<file path="config.mk">
export PLATFORM = sky130hd
export DESIGN_NAME = pack_shutdown_safety_ctrl
export DESIGN_NICKNAME = d
export VERILOG_FILES = /design/src/design/pack_shutdown_safety_ctrl.v /design/src/design/cell_min_store.v
export VERILOG_INCLUDE_DIRS = /design/src /design/src/design
export SDC_FILE = /design/constraint.sdc
export NUM_CORES = 1
export LEC_CHECK = 0
export BUFFER_PORTS_ARGS = -buffer_cell sky130_fd_sc_hd__buf_2
export CAP_MARGIN = 30
export CELL_PAD_IN_SITES_DETAIL_PLACEMENT = 1
export CELL_PAD_IN_SITES_GLOBAL_PLACEMENT = 1
export CORE_UTILIZATION = 41
export CTS_BUF_LIST = sky130_fd_sc_hd__clkbuf_4 sky130_fd_sc_hd__clkbuf_8
export DETAILED_ROUTE_END_ITERATION = 8
export PLACE_DENSITY_LB_ADDON = 0.3
export SYNTH_ARGS = -nofsm -noshare
export SYNTH_HDL_FRONTEND = slang
export SYNTH_SLANG_ARGS = --single-unit
export TNS_END_PERCENT = 50
</file>
<file path="constraint.sdc">
create_clock -name i_ref_clk -period 5.41 [get_ports i_ref_clk]
set_clock_uncertainty 0.15 [all_clocks]
set_input_delay 1.623 -clock i_ref_clk [delete_from_list [all_inputs] [get_ports i_ref_clk]]
set_output_delay 1.623 -clock i_ref_clk [all_outputs]
set_load 0.01 [all_outputs]
</file>
<file path="src/design/pack_shutdown_safety_defs.vh">
// Constants for the pack shutdown and safety controller
`ifndef PACK_SHUTDOWN_SAFETY_DEFS_VH
`define PACK_SHUTDOWN_SAFETY_DEFS_VH
// =============================================================
// Widths and defaults
`define CELL_W          12
`define TEMP_W          12
`define CELL_MIN_DEF    12'h9C4
`define LOW_CYC_DEF     8'h04
`define CNT_W           8
`define HV_W            8
`define HV_PULL_LOW_W   6
// =============================================================
// Sequencer states, one-hot
`define ST_OFF          6'h01
`define ST_POR          6'h02
`define ST_CHECK        6'h04
`define ST_RUN          6'h08
`define ST_OPEN_DIS     6'h10
`define ST_RELEASE      6'h20
`endif

</file>
<file path="src/design/pack_shutdown_safety_ctrl.v">
// Pack shutdown sequencer, keep-alive control and temperature safety signal
// What this block does
// - Shutdown sense low stops activity and zeroes regulator output.
// - Sense rising high triggers power-on reset then closes charge and discharge switches.
// - Every cell voltage is compared against a programmable minimum threshold.
// - Cell low for programmed cycles: open discharge switch, then float keep-alive.
// - After collapse, stay off until sense input rises again.
// - After reset, measure all cells; drive keep-alive high only if all healthy.
// - While cells healthy, keep-alive stays driven and both switches stay closed.
// - Temperature compared with cold and hot thresholds gives hot, normal or cold.
// - Hot gives A0 B1, normal A1 B0, cold A0 B0.
// - Eight high-voltage outputs follow an output register; 0-5 pull low, 6-7 up.
// - Keep-alive high holds the sense input above the shutdown level.
`timescale 1ns/1ps
`include "pack_shutdown_safety_defs.vh"
module pack_shutdown_safety_ctrl #(
  parameter NCELL = 4
) (
  input  wire                       i_ref_clk,
  input  wire                       i_resetn,
  input  wire                       i_shutdown_sense,
  input  wire                       i_meas_valid,
  input  wire [1:0]                 i_meas_idx,
  input  wire [`CELL_W-1:0]         i_cell_mv,
  input  wire [`CELL_W-1:0]         i_cell_min_mv,
  input  wire [`CNT_W-1:0]          i_low_cycles,
  input  wire                       i_temp_valid,
  input  wire [`TEMP_W-1:0]         i_temp,
  input  wire [`TEMP_W-1:0]         i_temp_cold,
  input  wire [`TEMP_W-1:0]         i_temp_hot,
  input  wire                       i_hv_we,
  input  wire [`HV_W-1:0]           i_hv_wdata,
  output reg                        o_active,
  output reg                        o_regulator_output,
  output reg                        o_charge_switch_drive,
  output reg                        o_discharge_switch_drive,
  output reg                        o_keep_alive_pin,
  output reg                        o_keep_alive_pin_oen,
  output reg                        o_safety_out_a,
  output reg                        o_safety_out_b,
  output reg  [`HV_W-1:0]           o_high_voltage_outputs,
  output reg  [`HV_W-1:0]           o_high_voltage_outputs_oen
);
  // =============================================================
  // Sense input synchroniser: three stages, change counts when 2 and 3 agree
  // Reset low, so the block wakes in its off state until the sense input rises
  reg                 sense_s1_ff;
  reg                 sense_s2_ff;
  reg                 sense_s3_ff;
  reg                 sense_ff;
  always @(posedge i_ref_clk or negedge i_resetn) begin
    if (!i_resetn) begin
      sense_s1_ff <= 1'b0;
      sense_s2_ff <= 1'b0;
      sense_s3_ff <= 1'b0;
      sense_ff    <= 1'b0;
    end else begin
      sense_s1_ff <= i_shutdown_sense;
      sense_s2_ff <= sense_s1_ff;
      sense_s3_ff <= sense_s2_ff;
      if (sense_s2_ff == sense_s3_ff) begin
        sense_ff <= sense_s3_ff;
      end
    end
  end

  // =============================================================
  // Cell comparison and per-cell flags
  wire                cell_low;
  wire [NCELL-1:0]    low_flags;
  wire                last_cell;
  assign cell_low  = (i_cell_mv < i_cell_min_mv);
  assign last_cell = (i_meas_idx == NCELL - 1);

  cell_min_store #(
    .N (NCELL)
  ) u_store (
    .i_ref_clk   (i_ref_clk),
    .i_resetn    (i_resetn),
    .i_we        (i_meas_valid),
    .i_idx       (i_meas_idx),
    .i_low       (cell_low),
    .o_low_flags (low_flags)
  );

  // Cycle end flag: set on the same edge that stores the last cell's flag
  // Stale flags still count when a cell is skipped within a cycle
  reg                 cycle_done_ff;
  always @(posedge i_ref_clk or negedge i_resetn) begin
    if (!i_resetn) begin
      cycle_done_ff <= 1'b0;
    end else begin
      cycle_done_ff <= i_meas_valid & last_cell;
    end
  end
  wire                any_low;
  wire                cycle_good;
  assign any_low    = |low_flags;
  assign cycle_good = cycle_done_ff & ~any_low;

  // =============================================================
  // Sequencer
  localparam [5:0] ST_OFF      = `ST_OFF;
  localparam [5:0] ST_POR      = `ST_POR;
  localparam [5:0] ST_CHECK    = `ST_CHECK;
  localparam [5:0] ST_RUN      = `ST_RUN;
  localparam [5:0] ST_OPEN_DIS = `ST_OPEN_DIS;
  localparam [5:0] ST_RELEASE  = `ST_RELEASE;

  reg  [5:0]          state_ff;
  reg  [5:0]          nxt_state;
  reg  [`CNT_W-1:0]   low_cnt_ff;
  reg  [`CNT_W-1:0]   nxt_low_cnt;
  reg                 chg_ff;
  reg                 dis_ff;
  reg                 nxt_chg;
  reg                 nxt_dis;

  always @* begin
    nxt_state   = state_ff;
    nxt_low_cnt = low_cnt_ff;
    nxt_chg     = chg_ff;
    nxt_dis     = dis_ff;
    case (state_ff)
      ST_OFF: begin
        nxt_chg = 1'b0;
        nxt_dis = 1'b0;
        nxt_low_cnt = {`CNT_W{1'b0}};
        if (sense_ff) begin
          nxt_state = ST_POR;
        end
      end
      ST_POR: begin
        nxt_chg   = 1'b1;
        nxt_dis   = 1'b1;
        nxt_state = ST_CHECK;
      end
      ST_CHECK: begin
        // Waits for a full measurement cycle with no low cell; keep-alive stays floating until then
        nxt_low_cnt = {`CNT_W{1'b0}};
        if (cycle_good) begin
          nxt_state = ST_RUN;
        end
      end
      ST_RUN: begin
        if (cycle_done_ff) begin
          if (any_low) begin
            // A limit of 0 or 1 both trip on the first low cycle
            if (low_cnt_ff + 8'h01 >= i_low_cycles) begin
              nxt_state = ST_OPEN_DIS;
            end
            nxt_low_cnt = low_cnt_ff + 8'h01;
          end else begin
            nxt_low_cnt = {`CNT_W{1'b0}};
          end
        end
      end
      ST_OPEN_DIS: begin
        nxt_dis   = 1'b0;
        nxt_state = ST_RELEASE;
      end
      ST_RELEASE: begin
        // Waits here for the sense collapse; a charger can keep it high
        nxt_dis   = 1'b0;
        nxt_state = ST_RELEASE;
      end
      default: begin
        nxt_state = ST_OFF;
      end
    endcase
    // Switches open together with the halt, so nothing stays closed while off
    if (!sense_ff) begin
      nxt_state   = ST_OFF;
      nxt_chg     = 1'b0;
      nxt_dis     = 1'b0;
      nxt_low_cnt = {`CNT_W{1'b0}};
    end
  end

  always @(posedge i_ref_clk or negedge i_resetn) begin
    if (!i_resetn) begin
      state_ff   <= ST_OFF;
      low_cnt_ff <= {`CNT_W{1'b0}};
      chg_ff     <= 1'b0;
      dis_ff     <= 1'b0;
    end else begin
      state_ff   <= nxt_state;
      low_cnt_ff <= nxt_low_cnt;
      chg_ff     <= nxt_chg;
      dis_ff     <= nxt_dis;
    end
  end

  // =============================================================
  // Pin outputs
  wire                run_like;
  wire                powered;
  assign run_like = (state_ff == ST_RUN) | (state_ff == ST_OPEN_DIS);
  assign powered  = (nxt_state != ST_OFF);
  always @(posedge i_ref_clk or negedge i_resetn) begin
    if (!i_resetn) begin
      o_active                 <= 1'b0;
      o_regulator_output       <= 1'b0;
      o_charge_switch_drive    <= 1'b0;
      o_discharge_switch_drive <= 1'b0;
      o_keep_alive_pin         <= 1'b0;
      o_keep_alive_pin_oen     <= 1'b1;
    end else begin
      o_active                 <= powered;
      o_regulator_output       <= powered;
      o_charge_switch_drive    <= nxt_chg;
      o_discharge_switch_drive <= nxt_dis;
      // Drive high props up the sense input through the diode
      o_keep_alive_pin         <= run_like & powered;
      o_keep_alive_pin_oen     <= ~(run_like & powered);
    end
  end

  // =============================================================
  // Temperature classification, one-hot pack state
  localparam [2:0] PK_COLD   = 3'b001;
  localparam [2:0] PK_NORMAL = 3'b010;
  localparam [2:0] PK_HOT    = 3'b100;

  reg  [2:0]          pack_state;
  // Hot is tested first, so crossed thresholds read as hot
  always @* begin
    if (i_temp >= i_temp_hot) begin
      pack_state = PK_HOT;
    end else if (i_temp <= i_temp_cold) begin
      pack_state = PK_COLD;
    end else begin
      pack_state = PK_NORMAL;
    end
  end

  // =============================================================
  // Safety signal pins; quiet while the sense input is low
  reg                 nxt_safe_a;
  reg                 nxt_safe_b;
  always @* begin
    nxt_safe_a = o_safety_out_a;
    nxt_safe_b = o_safety_out_b;
    if (!sense_ff) begin
      nxt_safe_a = 1'b0;
      nxt_safe_b = 1'b0;
    end else if (i_temp_valid) begin
      case (pack_state)
        PK_HOT: begin
          nxt_safe_a = 1'b0;
          nxt_safe_b = 1'b1;
        end
        PK_NORMAL: begin
          nxt_safe_a = 1'b1;
          nxt_safe_b = 1'b0;
        end
        default: begin
          nxt_safe_a = 1'b0;
          nxt_safe_b = 1'b0;
        end
      endcase
    end
  end

  always @(posedge i_ref_clk or negedge i_resetn) begin
    if (!i_resetn) begin
      o_safety_out_a <= 1'b0;
      o_safety_out_b <= 1'b0;
    end else begin
      o_safety_out_a <= nxt_safe_a;
      o_safety_out_b <= nxt_safe_b;
    end
  end

  // =============================================================
  // High-voltage output register; a 1 turns the driver on
  // Kept through shutdown; only reset clears it
  reg  [`HV_W-1:0]    hv_reg_ff;
  always @(posedge i_ref_clk or negedge i_resetn) begin
    if (!i_resetn) begin
      hv_reg_ff <= {`HV_W{1'b0}};
    end else if (i_hv_we) begin
      hv_reg_ff <= i_hv_wdata;
    end
  end

  genvar g;
  generate
    for (g = 0; g < `HV_W; g = g + 1) begin : g_hv
      always @(posedge i_ref_clk or negedge i_resetn) begin
        if (!i_resetn) begin
          o_high_voltage_outputs[g]     <= 1'b0;
          o_high_voltage_outputs_oen[g] <= 1'b1;
        end else begin
          // Low-side for 0-5, high-side for 6-7; off means floating
          o_high_voltage_outputs[g]     <= (g >= `HV_PULL_LOW_W);
          o_high_voltage_outputs_oen[g] <= ~hv_reg_ff[g];
        end
      end
    end
  endgenerate
endmodule // pack_shutdown_safety_ctrl

</file>
<file path="src/design/cell_min_store.v">
// Small register store holding the per-cell latest low flags
`timescale 1ns/1ps
module cell_min_store #(
  parameter N = 4
) (
  input  wire         i_ref_clk,
  input  wire         i_resetn,
  input  wire         i_we,
  input  wire [1:0]   i_idx,
  input  wire         i_low,
  output reg  [N-1:0] o_low_flags
);
  // =============================================================
  // Storage, read data straight from a register
  always @(posedge i_ref_clk or negedge i_resetn) begin
    if (!i_resetn) begin
      o_low_flags <= {N{1'b0}};
    end else if (i_we) begin
      o_low_flags[i_idx] <= i_low;
    end
  end
endmodule // cell_min_store

</file>
==> results.yml <==
status:
  status: "completed"
placement:
  hpwl_um: 5940
  gp_congestion: 0.773
  post-place-ws_ps: 2100
  io_buffers: 101
critical_path:
  path_buf_inv: 2
  cp.arrival_ps: 3010
  slowest_delay_ps: 380
  path_max_fanout: 2
  cp_slowest_cell: "a2111oi_0"
  critPathLaunchType: "primary input"
  r2r_slack_ps: 3060
  worstSetupEndpointType: "register"
  crit_family: "compound AO/OA/AOI/OAI gates"
  crit_chain: "buf_2 > inv_1 > ha_1 > a211oi_1 > o21ai_0 > o2111a_1 > a2111oi_0 > o31ai_1"
  path_class: "primary input to register"
  worstPathRequired_ps: 5430
logic_synthesis:
  ys_warn_count: 0
  syn_area_per_cell_um2: 9.36
  synth_top_family_by_area: "adder cells"
  synthesis.area_um2: 3080
  yosys_register_bits: 47
  synthArstFlopShare_pct: 100
  synth_fa_ha_area_share_pct: 18.2
  yosysUniqueCellTypes: 54
  ys_seq_area_share_pct: 38.6
  synthMuxAreaShare_pct: 1.67
  synth-simple-area-share_pct: 13.9
  synth-main-ff-cell: "dfrtp_1"
  synthXorXnorAreaFrac_pct: 1.99
  synth_edf_count: 0
  syn_inst: 329
  synth-compound-area-share_pct: 15.7
die:
  core_area_um2: 7250
  ioPinCount: 108
  dieArea_um2: 7860
  start_util_pct: 42.4
  fp.dieW_um: 88.6
  rows: 31
  die_y_um: 88.6
timing:
  max_slew.worst_pin.slew_ps: 595
  min_period_ps: 2990
  fmax_ghz: 0.334
  rsz0062_at_grt: "no"
  tns_ps: 0
  slew_viol_final: 0
  layout_setup_ws_ps: 2420
  finalHoldViolCount: 0
  slew_headroom_pct: 60.0
  fin_crit_sh_pct: 55.3
  setup_viol: 0
global_routing:
  grt_overflow: 0
  grt_pass1_vias: 2720
  antenna_found_initial: 0
  grt_max_degree: 26
  grt_use_total_pct: 19.0
  grt_pass1_wl_um: 11700
final_layout:
  num_antenna_cells: 0
  fillCellCount: 883
  nets: 557
  regArea_um2: 1190
  area_growth_pct: 23.0
  multi_input_area_um2: 1610
  drive_gt1_share_pct: 29.8
drt:
  drtAntennaViolNets: 0
  drt-initial-drc-count: 43
  wirelength_um: 7020
  vias: 2673
  routed_via_density: 5.05
  drcViolationCount: 0
  dr.pass1.iters: 4
  post_drt_wl_per_cell_um: 13.3
clock_tree:
  cts.hold.buffers_added: 0
  cts_buffers: 5
  cts_tree: "done"
  path_clk_slew_ps: 90
  cts_sinks: 47
  cts_resized: 0
  clock_path_buffers: 2
  cts_setup_buffers: 0
  htree_levels: 2
  clock_latency_ps: 300
  clock-root-buffer: "clkbuf_8"
flow_run:
  maxCapViolCount: 0
worst_hold_path:
  hold_path_class: "register to register"
pwr:
  p_leak_nw: 2.09
  p_per_area_nw_per_um2: 234
  ir_worst_vdd_mv: 0.143
  p_total_w: 0.000886
## stage by stage
stage / std cells / hold slack, ps / utilization (%) / area (um2)
after CTS: 529 / 214 / 52.2 / 3780
after global routing: 529 / 231 / 52.2 / 3780
after floorplan: 334 / 181 / - / 3100
after detailed placement: 521 / 195 / 50.6 / 3670
final: 529 / 210 / 52.2 / 3780
after global placement: 520 / 185 / 50.2 / 3640
## final timing paths
path | to | cells past startpoint | startpoint
worst max-delay path | o_safety_out_a | 8 | i_temp_cold[5]
worst min-delay path | sense_s2_ff | 0 | sense_s1_ff
min in group asynchronous | hv_reg_ff[5] | 1 | i_resetn
max in group asynchronous | o_keep_alive_pin_oen | 2 | i_resetn
worst max register to register | state_ff[3] | 9 | low_cnt_ff[0]
worst min register to register | sense_s2_ff | 0 | sense_s1_ff
## Yosys cell counts, types with 3 or more instances
master	n	area share, %
a211oi_1	6	1.5
a21oi_1	13	2.1
and3_1	3	0.61
nand3b_1	3	0.73
dfrtp_1	37	30
nor2b_1	4	0.81
clkbuf_1	4	0.49
nor2_1	18	2.2
inv_1	57	7.0
nand2_1	19	2.3
o211ai_1	3	0.73
a21o_1	6	1.5
or2_2	3	0.61
buf_4	8	2.0
ha_1	44	18
nor4_1	4	0.81
nand3_1	3	0.49
xnor2_1	4	1.1
o21ai_0	19	3.1
a22o_1	5	1.4
mux2i_1	4	1.3
dfstp_2	10	8.5
nor3_1	6	0.98
xor2_1	3	0.85
nand4_1	5	1.0
## kinds of logic after synthesis
logic type                 Yosys count
adders and majority gates           45
buffers and inverters               71
DFF                                 47
and+or+nand+nor                     81
other                                2
xor gates and xnor gates             7
AOI/OAI and AO/OA                   71
muxes                                5
## worst reg2reg max path: cells and delay by family, from the launching register on
family | cells | cell delay, ps
compound gates | 4 | 750
simple gates | 3 | 460
flops | 1 | 430
fa+ha+maj | 1 | 280
xor+xnor | 1 | 210
## cell type report
type | instances | area share [%]
multi-input cells | 216 | 42.5
flip-flops and latches | 47 | 31.4
clock inverters | 3 | 1.22
clock buffers | 5 | 1.82
inverters | 57 | 5.65
well taps | 99 | 3.27
repair buffers | 102 | 14.1
## flip-flops by register name (all words and copies together), names as in the netlist
register                    cells
sense_s1_ff                     1
u_store.o_low_flags             4
o_high_voltage_outputs_oen      8
hv_reg_ff                       8
o_high_voltage_outputs          1
low_cnt_ff                      8
state_ff                        6
o_safety_out_b                  1
sense_s3_ff                     1
cycle_done_ff                   1
o_charge_switch_drive           1
sense_ff                        1
o_discharge_switch_drive        1
o_keep_alive_pin_oen            1
sense_s2_ff                     1
o_safety_out_a                  1
o_regulator_output              1
o_keep_alive_pin                1
## per-layer routing
layer	global-route usage, %	part of all wire, %	wire, um	up-vias
met5	0	0	0	-
met4	4.40	0.95	67	0
met3	3.92	4.2	293	8
met2	35.5	52	3670	66
met1	22.3	43	2990	1283
li1	-	-	-	1316
## power by group
group          switching [W]  internal, W  total (W)
combinational       0.000121    0.0000971   0.000218
sequential         0.0000186     0.000387   0.000406
clock               0.000123     0.000139   0.000262
## cells in the final DEF (no fill, tap or decap), types with 2 or more instances in the layout
master and n:
buf_2 101, inv_1 57, ha_1 44, dfrtp_1 37, nand2_1 19, o21ai_0 19
nor2_1 18, a21oi_1 13, dfstp_2 10, conb_1 7, nor3_1 6, a21o_1 6
a211oi_1 6, nand4_1 5, a22o_1 5, clkbuf_8 5, nor2b_1 4, xnor2_1 4
nor4_1 4, mux2i_1 4, or2_2 3, nand3_1 3, and3_1 3, xor2_1 3
o211ai_1 3, nand3b_1 3, a31oi_1 2, and2_1 2, or3_1 2, nor3b_1 2
nand2b_1 2, o31ai_1 2, o22ai_1 2, o21a_1 2
Note: power is estimated with default switching activity, not from simulation.
